===== config.mk =====
export PLATFORM = sky130hd
export DESIGN_NAME = adc_output_demux_decimator
export DESIGN_NICKNAME = d
export VERILOG_FILES = /design/src/core/adc_out_pkg.sv /design/src/core/adc_output_demux_decimator.sv /design/src/core/sample_delay_line.sv
export SDC_FILE = /design/constraint.sdc
export NUM_CORES = 1
export LEC_CHECK = 0
export BUFFER_PORTS_ARGS = -buffer_cell sky130_fd_sc_hd__buf_2
export CAP_MARGIN = 0
export CORE_MARGIN = 1.5
export CORE_UTILIZATION = 30
export CTS_BUF_LIST = sky130_fd_sc_hd__clkbuf_4
export CTS_CLUSTER_SIZE = 28
export DETAILED_ROUTE_END_ITERATION = 8
export PLACE_DENSITY = 0.48
export SYNTH_ARGS = -nofsm -noshare
export SYNTH_HDL_FRONTEND = slang
export SYNTH_SLANG_ARGS = --single-unit

===== constraint.sdc =====
create_clock -name sys_clk -period 2 [get_ports sys_clk]
set_input_delay 0.3 -clock sys_clk [delete_from_list [all_inputs] [get_ports sys_clk]]
set_output_delay 0.3 -clock sys_clk [all_outputs]
set_load 0.01 [all_outputs]

===== src/core/adc_out_pkg.sv =====
// constants and types for the converter output stage
package adc_out_pkg;
   localparam int SAMPLE_W = 8;
   localparam int CLK_PERIOD_PS = 4000;
   localparam int MODE_SETTLE_NS = 16;
   localparam int MODE_SETTLE_CYCLES = (MODE_SETTLE_NS * 1000 + CLK_PERIOD_PS - 1) / CLK_PERIOD_PS;
   localparam int PIPE_LATENCY_DEFAULT = 4;
   localparam logic [2:0] DIVISOR_ONE = 3'h1;
   localparam logic [2:0] DIVISOR_TWO = 3'h2;
   localparam logic [2:0] DIVISOR_FIVE = 3'h5;
   localparam logic [2:0] PHASE_RESET = 3'h0;
   localparam logic [3:0] SETTLE_RESET = 4'h0;
   localparam logic [SAMPLE_W-1:0] SAMPLE_RESET = 8'h00;
   localparam logic [SAMPLE_W-1:0] PORT_INACTIVE = 8'h00;
   typedef enum logic [0:0] {
      ST_IDLE = 1'b0,
      ST_RUN = 1'b1
   } out_state_t;
endpackage


===== src/core/adc_output_demux_decimator.sv =====
// output stage: rate divide, demultiplex, mirror and output data clock
`timescale 1ns/1ps
module adc_output_demux_decimator import adc_out_pkg::*; #(
   parameter int LATENCY = PIPE_LATENCY_DEFAULT
) (
   input wire logic sys_clk,
   input wire logic rst,
   input wire logic [SAMPLE_W-1:0] sampleIn,
   input wire logic rateDivide,
   input wire logic divideFiveSelect,
   input wire logic mirrorOutputs,
   output logic [SAMPLE_W-1:0] primaryOutputPort,
   output logic [SAMPLE_W-1:0] secondaryOutputPort,
   output logic outputDataClock,
   output logic secondaryActive,
   output logic modeLocked
);
   initial begin
      if (LATENCY < 1 || LATENCY > 64) begin
         $error("latency must be between 1 and 64");
      end
   end

   function automatic logic [2:0] modeDivisor(input logic div, input logic five);
      if (!div) begin
         return DIVISOR_ONE;
      end
      return five ? DIVISOR_FIVE : DIVISOR_TWO;
   endfunction

   // switch inputs come from pins: two-stage synchroniser
   logic [2:0] selMeta_q, selMeta_d;
   logic [2:0] selSync_q, selSync_d;

   always_comb begin
      selMeta_d = {mirrorOutputs, divideFiveSelect, rateDivide};
      selSync_d = selMeta_q;
   end

   always_ff @(posedge sys_clk) begin
      if (rst) begin
         selMeta_q <= 3'h0;
         selSync_q <= 3'h0;
      end else begin
         selMeta_q <= selMeta_d;
         selSync_q <= selSync_d;
      end
   end

   // sample taken on the falling clock edge, then delayed by the pipeline
   logic [SAMPLE_W-1:0] fallSample_q, fallSample_d;
   logic [SAMPLE_W-1:0] dly;

   always_comb begin
      fallSample_d = sampleIn;
   end

   always_ff @(negedge sys_clk) begin
      if (rst) begin
         fallSample_q <= SAMPLE_RESET;
      end else begin
         fallSample_q <= fallSample_d;
      end
   end

   sample_delay_line #(
      .WIDTH(SAMPLE_W),
      .DEPTH(LATENCY)
   ) u_delay (
      .clk(sys_clk),
      .rst(rst),
      .dataIn(fallSample_q),
      .dataOut(dly)
   );

   // control and data path
   out_state_t state_q, state_d;
   logic [3:0] settle_q, settle_d;
   logic [2:0] phase_q, phase_d;
   logic [2:0] mode_q, mode_d; // {mirror, five, div}
   logic [SAMPLE_W-1:0] older_q, older_d;
   logic [SAMPLE_W-1:0] prim_q, prim_d, sec_q, sec_d;
   logic secAct_q, secAct_d;
   logic divPos_q, divPos_d;
   logic passThrough_q, passThrough_d;
   logic [2:0] divisor, lastPhase;
   logic modeHold, update;

   assign divisor = modeDivisor(mode_q[0], mode_q[1]);
   assign lastPhase = divisor - 3'h1;
   assign modeHold = (state_q == ST_RUN) && (selSync_q == mode_q);
   assign update = (phase_q == lastPhase);

   always_comb begin
      state_d = state_q;
      settle_d = settle_q;
      phase_d = phase_q;
      mode_d = mode_q;
      older_d = older_q;
      prim_d = prim_q;
      sec_d = sec_q;
      secAct_d = secAct_q;
      divPos_d = 1'b0;
      passThrough_d = 1'b0;
      unique case (state_q)
         ST_IDLE: begin
            mode_d = selSync_q;
            phase_d = PHASE_RESET;
            if (selSync_q != mode_q) begin
               settle_d = SETTLE_RESET;
            end else if (settle_q == 4'(MODE_SETTLE_CYCLES - 1)) begin
               state_d = ST_RUN;
            end else begin
               settle_d = settle_q + 4'h1;
            end
         end
         ST_RUN: begin
            if (selSync_q != mode_q) begin
               // a moved switch stops the stream until it settles again
               state_d = ST_IDLE;
               settle_d = SETTLE_RESET;
               prim_d = PORT_INACTIVE;
               sec_d = PORT_INACTIVE;
               secAct_d = 1'b0;
            end else begin
               phase_d = update ? PHASE_RESET : phase_q + 3'h1;
               // clock high for the first half of each output period that began with an update,
               // so the partial period right after locking gives no runt pulse
               divPos_d = mode_q[0] && (phase_d < 3'(divisor >> 1)) && (update || divPos_q);
               passThrough_d = !mode_q[0];
               secAct_d = mode_q[2] || (mode_q[0] && !mode_q[1]);
               if (phase_q == PHASE_RESET) begin
                  older_d = dly;
               end
               if (update) begin
                  prim_d = dly;
                  if (mode_q[2]) begin
                     sec_d = dly;
                  end else if (mode_q[0] && !mode_q[1]) begin
                     sec_d = older_d;
                  end else begin
                     sec_d = PORT_INACTIVE;
                  end
               end
            end
         end
      endcase
   end

   always_ff @(posedge sys_clk) begin
      if (rst) begin
         state_q <= ST_IDLE;
         settle_q <= SETTLE_RESET;
         phase_q <= PHASE_RESET;
         mode_q <= 3'h0;
         older_q <= SAMPLE_RESET;
         prim_q <= PORT_INACTIVE;
         sec_q <= PORT_INACTIVE;
         secAct_q <= 1'b0;
         divPos_q <= 1'b0;
         passThrough_q <= 1'b0;
      end else begin
         state_q <= state_d;
         settle_q <= settle_d;
         phase_q <= phase_d;
         mode_q <= mode_d;
         older_q <= older_d;
         prim_q <= prim_d;
         sec_q <= sec_d;
         secAct_q <= secAct_d;
         divPos_q <= divPos_d;
         passThrough_q <= passThrough_d;
      end
   end

   // half-cycle extension gives the odd divide its 50% duty
   logic divNeg_q, divNeg_d;

   always_comb begin
      divNeg_d = divPos_q && mode_q[1];
   end

   always_ff @(negedge sys_clk) begin
      if (rst) begin
         divNeg_q <= 1'b0;
      end else begin
         divNeg_q <= divNeg_d;
      end
   end

   // undivided mode forwards the sample clock itself
   assign outputDataClock = passThrough_q ? sys_clk : (divPos_q | divNeg_q);
   assign primaryOutputPort = prim_q;
   assign secondaryOutputPort = sec_q;
   assign secondaryActive = secAct_q;
   assign modeLocked = (state_q == ST_RUN);

   property p_full_primary;
      @(posedge sys_clk) disable iff (rst)
      modeHold && !mode_q[0] && !mode_q[2] |=> prim_q == $past(dly) && sec_q == PORT_INACTIVE;
   endproperty
   a_full_primary: assert property (p_full_primary) else $error("full-rate primary wrong");

   property p_full_mirror;
      @(posedge sys_clk) disable iff (rst)
      modeHold && !mode_q[0] && mode_q[2] |=> prim_q == $past(dly) && sec_q == prim_q;
   endproperty
   a_full_mirror: assert property (p_full_mirror) else $error("full-rate mirror wrong");

   property p_demux_pair;
      @(posedge sys_clk) disable iff (rst)
      modeHold && mode_q == 3'h1 && phase_q == 3'h0 ##1 modeHold
         |=> prim_q == $past(dly) && sec_q == $past(dly, 2);
   endproperty
   a_demux_pair: assert property (p_demux_pair) else $error("demux pair order wrong");

   property p_half_mirror_drop;
      @(posedge sys_clk) disable iff (rst)
      modeHold && mode_q == 3'h5 && phase_q == 3'h0 |=> $stable(prim_q) && prim_q == sec_q;
   endproperty
   a_half_mirror_drop: assert property (p_half_mirror_drop) else $error("mirror half rate wrong");

   property p_five_hold;
      @(posedge sys_clk) disable iff (rst)
      modeHold && mode_q[0] && mode_q[1] && phase_q != 3'h4 |=> $stable(prim_q) && $stable(sec_q);
   endproperty
   a_five_hold: assert property (p_five_hold) else $error("divide-by-five updated early");

   property p_five_update;
      @(posedge sys_clk) disable iff (rst)
      modeHold && mode_q == 3'h7 && phase_q == 3'h4 |=> prim_q == $past(dly) && sec_q == prim_q;
   endproperty
   a_five_update: assert property (p_five_update) else $error("divide-by-five mirror wrong");

   property p_five_inactive;
      @(posedge sys_clk) disable iff (rst)
      modeHold && mode_q == 3'h3 |=> sec_q == PORT_INACTIVE && !secAct_q;
   endproperty
   a_five_inactive: assert property (p_five_inactive) else $error("secondary not idle");

   property p_clk_half;
      @(posedge sys_clk) disable iff (rst)
      $rose(divPos_q) && mode_q[0] && !mode_q[1] && modeHold |=> !divPos_q ##1 divPos_q || !modeHold;
   endproperty
   a_clk_half: assert property (p_clk_half) else $error("divide-by-two clock duty wrong");

   property p_clk_five;
      @(posedge sys_clk) disable iff (rst)
      $rose(divPos_q) && mode_q[1] && modeHold ##1 modeHold |-> divPos_q ##1 !divPos_q [*3];
   endproperty
   a_clk_five: assert property (p_clk_five) else $error("divide-by-five clock shape wrong");

   property p_pass_clock;
      @(posedge sys_clk) disable iff (rst)
      modeHold && !mode_q[0] |=> passThrough_q;
   endproperty
   a_pass_clock: assert property (p_pass_clock) else $error("clock not passed through");

   property p_latency;
      @(posedge sys_clk) disable iff (rst)
      modeLocked |-> dly == $past(fallSample_q, LATENCY);
   endproperty
   a_latency: assert property (p_latency) else $error("pipeline latency wrong");

   property p_mode_static;
      @(posedge sys_clk) disable iff (rst)
      state_q == ST_RUN ##1 state_q == ST_RUN |-> $stable(mode_q);
   endproperty
   a_mode_static: assert property (p_mode_static) else $error("mode changed while running");

   c_demux: cover property (@(posedge sys_clk) disable iff (rst) modeHold && mode_q == 3'h1 && update);
   c_five_mirror: cover property (@(posedge sys_clk) disable iff (rst) modeHold && mode_q == 3'h7 && update);
   c_full_mirror: cover property (@(posedge sys_clk) disable iff (rst) modeHold && mode_q == 3'h4);
   c_relock: cover property (@(posedge sys_clk) disable iff (rst) $fell(modeLocked) ##[1:40] modeLocked);
endmodule


===== src/core/sample_delay_line.sv =====
// fixed-length sample delay line
`timescale 1ns/1ps
module sample_delay_line import adc_out_pkg::*; #(
   parameter int WIDTH = SAMPLE_W,
   parameter int DEPTH = PIPE_LATENCY_DEFAULT
) (
   input wire logic clk,
   input wire logic rst,
   input wire logic [WIDTH-1:0] dataIn,
   output logic [WIDTH-1:0] dataOut
);
   logic [WIDTH-1:0] stage_q [DEPTH];
   logic [WIDTH-1:0] stage_d [DEPTH];

   initial begin
      if (DEPTH < 1) begin
         $error("delay line needs at least one stage");
      end
   end

   always_comb begin
      stage_d[0] = dataIn;
      for (int i = 1; i < DEPTH; i++) begin
         stage_d[i] = stage_q[i-1];
      end
   end

   always_ff @(posedge clk) begin
      for (int i = 0; i < DEPTH; i++) begin
         if (rst) begin
            stage_q[i] <= '0;
         end else begin
            stage_q[i] <= stage_d[i];
         end
      end
   end

   assign dataOut = stage_q[DEPTH-1];
endmodule


==> impl_metrics.py, run 1 <==
metrics = {
    "run_status": {
        "status": "finished, violations left",
        "violations": "negative setup slack",
    },
    "hold_path": {
        "hold-path-cell-count": 2,
        "worstHoldStart": "rateDivide",
        "hold_class": "in2reg",
        "hold_path_end": "selMeta_q[0]",
    },
    "floorplanning": {
        "die_area_mm2": 0.0105,
        "io_pins": 32,
        "fp.dieH_um": 102,
        "rows": 36,
        "coreArea_mm2": 0.00968,
        "initial_core_util_pct": 30.5,
        "die_x_um": 102,
    },
    "routing": {
        "drc": 0,
        "ant_nets": 0,
        "wire_per_inst_um": 10.7,
        "viasPerCell": 4.13,
        "drt_wl_total_um": 4790,
        "first_pass_iters": 4,
        "vias": 1850,
        "drt_iter0_drc": 32,
    },
    "clock_tree": {
        "cts_tree": "yes",
        "ctsHoldBuffers": 0,
        "insertion_delay_ps": 440,
        "clkTransAtPathRegs_ps": 130,
        "cts_buffers": 9,
        "clockBufferDepth": 2,
        "postCtsSetupBuffers": 0,
        "root_buffer": "clkbuf_4",
        "htreeDepth": 3,
    },
    "timing": {
        "relSlewSlack_pct": 64.8,
        "hold_viol_final": 0,
        "clock-skew-final_ps": 36.5,
        "rsz0062_at_grt": "true",
        "finalSetupViolations": 1,
        "tightestPinTransition_ps": 529,
        "fin_ws_ps": -335,
        "drv_slew": 0,
    },
    "final_layout": {
        "syn2layout_area_growth_pct": 16.2,
        "drive_gt1_share_pct": 24.1,
        "final_net_count": 327,
        "stdcell_area_mm2": 0.00344,
        "diodes": 0,
        "finish.utilization_pct": 35.5,
        "fin_cells": 448,
    },
    "critical_path": {
        "cp-startpoint": "divNeg_q",
        "worstPathCellList": "nor3_2 > a21oi_2 > buf_2",
        "start_kind": "flop",
        "reg2reg_slack_ps": 200,
        "cp_max_fo": 1,
        "cp_slowest_cell": "dfxtp_2",
        "ff2ff_path_depth": 7,
        "crit_type": "reg2out",
        "arrival_ps": 2040,
        "end_kind": "output pin",
        "rr_startpoint": "phase_q[0]",
        "required_ps": 1700,
        "worstReg2RegEnd": "divPos_q",
        "crit_path_max_incr_delay_ps": 310,
    },
    "placed_design": {
        "gp_congestion": 0.725,
        "pre_cts_ws_ps": 73.5,
        "place_area_mm2": 0.00327,
        "placed_cells": 423,
        "portBuffers": 31,
        "dpl.hpwl_um": 3260,
    },
    "logic_synthesis": {
        "synth_top_area_share_pct": 57.5,
        "synth-async-reset-ratio_pct": 0,
        "netlist_area_mm2": 0.00296,
        "yosysWarnings": 0,
        "yosysSeqAreaShare_pct": 57.5,
        "ys.flop_type": "dfxtp_1",
        "synth_area_leader_cell": "dfxtp_1",
        "yosys-top-cells-area": "dfxtp_1 58%, nor2b_1 11%, mux2i_1 4.1%",
        "yosysMostFrequentCell": "dfxtp_1",
        "synth_commonest_cells": "85 x dfxtp_1, 50 x nor2b_1, 18 x nor2_1",
        "yosysUniqueCellTypes": 39,
        "synth_seq_cells": 85,
        "syn_avg_cell_area_um2": 11.2,
        "synthCells": 263,
        "synth-edff-count": 0,
        "synth_fp_nets": 280,
    },
    "pwr": {
        "leakagePower_uw": 0.00136,
        "powerDensity_mw_per_mm2": 821,
        "peakVddDrop_v": 0.000259,
    },
    "global_route": {
        "antenna_found_initial": 0,
        "grt_pass1_vias": 1712,
        "grt_pass1_wl_um": 8310,
        "overflow": 0,
        "grt_max_degree": 27,
        "grt.total_usage_pct": 10.6,
    },
    "job": {
        "maxCapViolations": 0,
    },
}
==> cells in the final DEF (no fill, tap or decap), drive strengths merged, types with 7 or more instances in the layout <==
cell type,count
a21oi,7
a22o,8
nor2b,50
inv,17
o2bb2ai,8
mux2i,12
clkbuf,10
dfxtp,85
a22oi,8
nor2,18
buf,41
==> metal layers <==
metal  vias to the layer above  wire, um  track usage [%]
li1                        989         -                -
met2                        37      1860             14.3
met4                         0       145             7.17
met3                        11       155             2.67
met1                       813      2620             14.7
met5                         -         0                0
==> critical path: cells and delay by family (launching register included) <==
kind / cells / cell delay [ps]
AO/OA/AOI/OAI: 1 / 120
AND/OR/NAND/NOR: 1 / 30
flip-flops: 1 / 310
buffers and inverters: 1 / 150
==> cells by family (layout without fill, tap and decap cells) <==
family          Yosys count  count (layout)  share of synthesized area, %
compound gates           37              37                          10.7
xor+xnor                  6               6                          1.78
fa+ha+maj                 4               4                          1.69
buf+inv                  18              70                          3.47
flops                    85              85                          57.5
mux                      12              12                          4.06
simple gates            101             101                          20.8
==> metrics by stage <==
stage,hold slack [ps],TNS [ps],total power (uW)
after global placement,419,0,1940
final,95.2,-335,2820
after CTS,54.1,-475,2880
after floorplan,414,0,1910
after detailed placement,420,0,1940
after global routing,58.6,-418,3010
==> cell type report <==
class                   count  area (um^2)
multi-input cells         160         1160
repair buffers             40          225
fillers                  1003         6250
flip-flops and latches     85         1700
clock buffers              11         80.1
well taps                 133          166
clock inverters            16         86.3
inverters                   3         11.3
==> how the worst max path moves through the flow <==
stage,slack (ps),to,depth (start not counted)
2_1_floorplan,30,divNeg_q,3
3_3_place_gp,80,outputDataClock,3
3_5_place_dp,70,outputDataClock,3
4_1_cts,-480,outputDataClock,3
5_1_grt,-420,outputDataClock,3
6_report,-340,outputDataClock,3
==> sequential cells by signal, indices dropped and copies added (netlist names), 4 cells and up <==
register,flops
u_delay.stage_q,32
fallSample_q,8
older_q,8
primaryOutputPort,8
secondaryOutputPort,8
settle_q,4
==> where the power goes <==
group / switching (uW) / internal [uW]
Clock: 640 / 314
Combinational: 65.7 / 58.0
Sequential: 14.4 / 1730
==> repair_timing <==
action / in CTS / in global routing
resized for setup: 0 / 4
endpoints found under the setup margin: 1 / 2
pin swaps: 1 / 0
gates cloned: 0 / 0
Power figures use the tool's default switching activity.
==> inputs of run 2 (changes only) <==
--- a/config.mk
+++ b/config.mk
@@ -13,6 +13,7 @@
 export CTS_CLUSTER_SIZE = 28
 export DETAILED_ROUTE_END_ITERATION = 8
 export PLACE_DENSITY = 0.48
+export SETUP_SLACK_MARGIN = 0.5
 export SYNTH_ARGS = -nofsm -noshare
 export SYNTH_HDL_FRONTEND = slang
 export SYNTH_SLANG_ARGS = --single-unit
==> impl_metrics.py, run 2 (same netlist as run 1, synthesis figures left out) <==
metrics = {
    "hold_path": {
        "hold-path-cell-count": 2,
        "worstHoldStart": "rateDivide",
        "hold_path_end": "selMeta_q[0]",
        "hold_class": "in2reg",
    },
    "final_layout": {
        "layout.cells.most_common": "dfxtp_1",
        "final_cell_mix": "72 x dfxtp_1, 47 x nor2b_1, 31 x buf_2, 20 x buf_4, 18 x nor2_1",
        "regMostFlops": "u_delay.stage_q",
        "stdcell_area_mm2": 0.00401,
        "largest_reg_flops": 32,
        "diodes": 0,
        "drive_gt1_share_pct": 41.6,
        "final_net_count": 351,
        "syn2layout_area_growth_pct": 35.4,
    },
    "pwr": {
        "peakVddDrop_v": 0.000297,
        "leakagePower_uw": 0.00162,
        "finalPower_uw": 3030,
        "powerDensity_mw_per_mm2": 755,
    },
    "clock_tree": {
        "clkTransAtPathRegs_ps": 130,
        "htreeDepth": 3,
        "clockBufferDepth": 2,
        "cts_tree": "yes",
        "insertion_delay_ps": 440,
        "cts_buffers": 9,
        "ctsHoldBuffers": 0,
        "root_buffer": "clkbuf_4",
    },
    "routing": {
        "drc": 0,
        "viasPerCell": 4.26,
        "drt_iter0_drc": 46,
        "drt_wl_total_um": 5730,
        "ant_nets": 0,
        "vias": 2012,
        "wire_per_inst_um": 12.1,
        "first_pass_iters": 4,
    },
    "global_route": {
        "met1_usage_pct": 15.4,
        "grt.total_usage_pct": 12.1,
        "met3_usage_pct": 2.87,
        "grt_pass1_vias": 1923,
        "use_met2_pct": 18.6,
        "top_usage_layer": "met2",
        "overflow": 0,
        "antenna_found_initial": 0,
        "grt_max_degree": 44,
        "grt_pass1_wl_um": 9480,
    },
    "timing": {
        "hold_viol_final": 0,
        "rsz0062_at_grt": "true",
        "drv_slew": 0,
        "tightestPinTransition_ps": 450,
        "finalSetupTns_ps": -359,
        "clock-skew-final_ps": 37.9,
        "relSlewSlack_pct": 70.0,
        "finalSetupViolations": 1,
        "fin_ws_ps": -359,
    },
    "floorplanning": {
        "fp.dieH_um": 102,
        "die_area_mm2": 0.0105,
        "initial_core_util_pct": 30.5,
        "io_pins": 32,
        "coreArea_mm2": 0.00968,
        "rows": 36,
        "die_x_um": 102,
    },
    "critical_path": {
        "reg2reg_slack_ps": 310,
        "required_ps": 1700,
        "rr_startpoint": "phase_q[0]",
        "start_kind": "flop",
        "end_kind": "output pin",
        "crit_type": "reg2out",
        "ff2ff_path_depth": 6,
        "cp_max_fo": 1,
        "arrival_ps": 2060,
        "worstReg2RegEnd": "phase_q[2]",
    },
    "job": {
        "maxCapViolations": 0,
    },
    "placed_design": {
        "place_area_mm2": 0.00327,
        "dpl.hpwl_um": 3280,
        "portBuffers": 31,
        "gp_congestion": 0.722,
    },
    "run_status": {
        "status": "finished, violations left",
        "violations": "negative setup slack",
    },
}
-- run 2: cell types whose count changed in the layout (fill, tap and decap cells not counted), sizes merged --
| cell | change |
|---|---|
| buf | +24 |
| bufinv | +1 |
| clkbuf | -1 |
| clkinvlp | -1 |
| inv | +1 |
-- run 2: power breakdown --
part | leakage (uW) | internal (uW) | switching [uW]
clock | 0.000144 | 422 | 668
sequential | 0.000698 | 1730 | 16.6
combinational | 0.000774 | 101 | 91.2
-- run 2: worst max path at each step --
stage,startpoint,to,depth (start not counted)
after floorplan,rst,divNeg_q,3
after global routing,divNeg_q,outputDataClock,3
after detailed placement,divNeg_q,outputDataClock,3
after global placement,divNeg_q,outputDataClock,3
final,divNeg_q,outputDataClock,3
after CTS,divNeg_q,outputDataClock,3
-- run 2: per-stage QoR --
step | cells | util [%] | hold slack, ps | setup WS, ps
3_5_place_dp | 422 | 33.7 | 420 | 122
6_report | 472 | 41.4 | 85.7 | -359
3_3_place_gp | 422 | 33.7 | 419 | 114
4_1_cts | 467 | 39.9 | 56.0 | -425
5_1_grt | 472 | 41.4 | 65.7 | -435
2_1_floorplan | 263 | - | 414 | 164
-- run 2: what timing repair did --
action                                  4_1_cts  5_1_grt
resized for setup                            57       23
pin swaps                                    16       13
setup buffers                                19        5
endpoints found under the setup margin       40       40
gates cloned                                  1        0
-- run 2: area by class of cell --
class | instances | area, um^2
Clock buffer | 10 | 72.6
Timing Repair Buffer | 64 | 483
Inverter | 3 | 13.8
Multi-Input combinational cell | 160 | 1430
Tap cell | 133 | 166
Sequential cell | 85 | 1730
Fill cell | 936 | 5680
Clock inverter | 17 | 111
-- run 2: metal layers --
layer  routed length (um)  vias to the layer above  share of wire (%)
li1                     -                     1041                  -
met1                 2900                      919                 51
met2                 2510                       41                 44
met3                  181                       11                3.2
met4                  132                        0                2.3
met5                    0                        -                  0
-- run 2: worst max-delay path, cell delays in order (launching register included) --
cell     delay, ps
dfxtp_2        310
nor3_2         120
a21oi_2         50
buf_2          140
==> inputs of run 3 (changes only) <==
--- a/config.mk
+++ b/config.mk
@@ -5,14 +5,17 @@
 export SDC_FILE = /design/constraint.sdc
 export NUM_CORES = 1
 export LEC_CHECK = 0
+export ABC_AREA = 1
 export BUFFER_PORTS_ARGS = -buffer_cell sky130_fd_sc_hd__buf_2
 export CAP_MARGIN = 0
+export CELL_PAD_IN_SITES_DETAIL_PLACEMENT = 0
+export CELL_PAD_IN_SITES_GLOBAL_PLACEMENT = 2
 export CORE_MARGIN = 1.5
 export CORE_UTILIZATION = 30
 export CTS_BUF_LIST = sky130_fd_sc_hd__clkbuf_4
 export CTS_CLUSTER_SIZE = 28
 export DETAILED_ROUTE_END_ITERATION = 8
-export PLACE_DENSITY = 0.48
+export PLACE_DENSITY = 0.73
 export SETUP_SLACK_MARGIN = 0.5
 export SYNTH_ARGS = -nofsm -noshare
 export SYNTH_HDL_FRONTEND = slang
==> impl_metrics.py, run 3 <==
metrics = {
    "clock_tree": {
        "cts_buffers": 9,
        "cts_tree": "yes",
        "ctsHoldBuffers": 0,
        "htreeDepth": 3,
        "clkTransAtPathRegs_ps": 170,
        "insertion_delay_ps": 460,
        "clockBufferDepth": 2,
        "root_buffer": "clkbuf_4",
    },
    "placed_design": {
        "portBuffers": 31,
        "pre_cts_ws_ps": 91.5,
        "gp_congestion": 0.700,
        "dpl.hpwl_um": 4490,
        "placed_cells": 597,
    },
    "run_status": {
        "violations": "negative setup slack",
        "status": "finished, violations left",
    },
    "logic_synthesis": {
        "netlist_area_mm2": 0.00327,
        "synth-async-reset-ratio_pct": 0,
        "syn_avg_cell_area_um2": 7.50,
        "synth_fp_nets": 453,
        "yosys-top-cells-area": "dfxtp_1 52%, inv_1 10%, nor2_1 8.0%",
        "ys.flop_type": "dfxtp_1",
        "synth_commonest_cells": "91 x inv_1, 85 x dfxtp_1, 70 x nor2_1",
        "yosysSeqAreaShare_pct": 52.0,
        "yosysUniqueCellTypes": 24,
        "synth_area_leader_cell": "dfxtp_1",
        "synth_top_area_share_pct": 52.0,
        "yosysMostFrequentCell": "inv_1",
        "yosysWarnings": 0,
        "synth-edff-count": 0,
        "synth_seq_cells": 85,
        "synthCells": 436,
    },
    "floorplanning": {
        "die_x_um": 107,
        "initial_core_util_pct": 31.2,
        "io_pins": 32,
        "fp.dieH_um": 107,
        "coreArea_mm2": 0.0105,
        "die_area_mm2": 0.0115,
        "rows": 37,
    },
    "final_layout": {
        "final_cell_mix": "91 x inv_1, 75 x dfxtp_1, 68 x nor2_1, 43 x nand2_1, 31 x buf_2",
        "regMostFlops": "u_delay.stage_q",
        "syn2layout_area_growth_pct": 38.1,
        "layout.cells.most_common": "inv_1",
        "fin_cells": 654,
        "n_fill_cell": 1134,
        "drive_gt1_share_pct": 35.8,
        "final_net_count": 529,
        "largest_reg_flops": 32,
    },
    "routing": {
        "drc": 0,
        "ant_nets": 0,
        "viasPerCell": 4.18,
        "drt_iter0_drc": 95,
        "drt_wl_total_um": 7390,
        "first_pass_iters": 4,
        "vias": 2734,
        "wire_per_inst_um": 11.3,
    },
    "critical_path": {
        "arrival_ps": 2050,
        "crit_type": "reg2out",
        "end_kind": "output pin",
        "required_ps": 1700,
        "cp_max_fo": 1,
        "start_kind": "flop",
    },
    "pwr": {
        "leakagePower_uw": 0.00204,
        "peakVddDrop_v": 0.000315,
        "powerDensity_mw_per_mm2": 672,
    },
    "timing": {
        "relSlewSlack_pct": 61.7,
        "hold_viol_final": 0,
        "finalSetupViolations": 1,
        "tightestPinTransition_ps": 575,
        "drv_slew": 0,
        "clock-skew-final_ps": 32.8,
        "fin_ws_ps": -347,
        "rsz0062_at_grt": "true",
    },
    "global_route": {
        "overflow": 0,
        "grt_pass1_wl_um": 12300,
        "antenna_found_initial": 1,
        "grt_pass1_vias": 2485,
        "grt_max_degree": 30,
        "grt.total_usage_pct": 13.7,
    },
    "hold_path": {
        "hold_class": "in2reg",
    },
    "job": {
        "maxCapViolations": 0,
    },
}
run 3: logic make-up (layout without fill, tap and decap cells):
group	Yosys count	after routing	synth area share, %
buffers and inverters	109	189	13.3
other	0	1	0
XOR/XNOR	3	3	0.804
AO/OA/AOI/OAI	51	51	7.96
AND/OR/NAND/NOR	184	185	24.4
adder cells (fa/ha/maj)	4	4	1.53
flip-flops	85	85	52.0
run 3: path summary, 6_finish.rpt:
kind                         startpoint               endpoint  slack [ps]  depth (start not counted)
setup reg to reg             phase_q[2]               divPos_q         380                         11
setup / recovery               divNeg_q        outputDataClock        -350                          3
hold reg to reg   u_delay.stage_q[0][7]  u_delay.stage_q[1][7]         410                          2
hold / removal         divideFiveSelect           selMeta_q[1]          40                          3
run 3: metrics by stage:
| step | area [um^2] | setup TNS [ps] | hold slack [ps] | util, % | total power (uW) |
|---|---|---|---|---|---|
| after CTS | 4140 | -392 | 5.73 | 39.6 | 3060 |
| final | 4510 | -347 | 42.9 | 43.1 | 3030 |
| after floorplan | 3320 | 0 | 388 | - | 1930 |
| after detailed placement | 3590 | 0 | 392 | 34.3 | 1960 |
| after global placement | 3590 | 0 | 389 | 34.3 | 1960 |
| after global routing | 4510 | -455 | 20.5 | 43.1 | 3190 |
run 3: worst max-delay path, stage by stage, from the launching register on:
cell and delay, ps:
dfxtp_2 310, nor3_2 100, a21oi_1 50, buf_2 140
run 3: cell type report:
| class | count | area (um^2) | area share [%] |
|---|---|---|---|
| Inverter | 93 | 360 | 7.98 |
| Multi-Input combinational cell | 243 | 1520 | 33.8 |
| Sequential cell | 85 | 1720 | 38.2 |
| Timing Repair Buffer | 69 | 546 | 12.1 |
| Tap cell | 136 | 170 | 3.77 |
| Clock inverter | 17 | 115 | 2.55 |
| Clock buffer | 10 | 72.6 | 1.61 |
| Antenna cell | 1 | 2.50 | 0.0554 |
run 3: metal layers:
metal / track usage, % / vias up / wire length [um]
met3: 2.18 / 13 / 170
met2: 21.4 / 34 / 3440
li1: - / 1485 / -
met5: 0 / - / 0
met1: 18.3 / 1202 / 3600
met4: 6.77 / 0 / 184
run 3: report_power, final:
part	switching (uW)	internal (uW)	total, uW
Clock	753	325	1080
Sequential	18.8	1730	1750
Combinational	120	85.4	205
Total	892	2140	3030
run 3: what timing repair did:
action                     4_1_cts  5_1_grt
setup endpoints to repair       30       37
gates resized for setup         50       83
hold endpoints to repair         0        0
pin swaps                       11       29
cloned                           1        1
setup buffers                   22        7
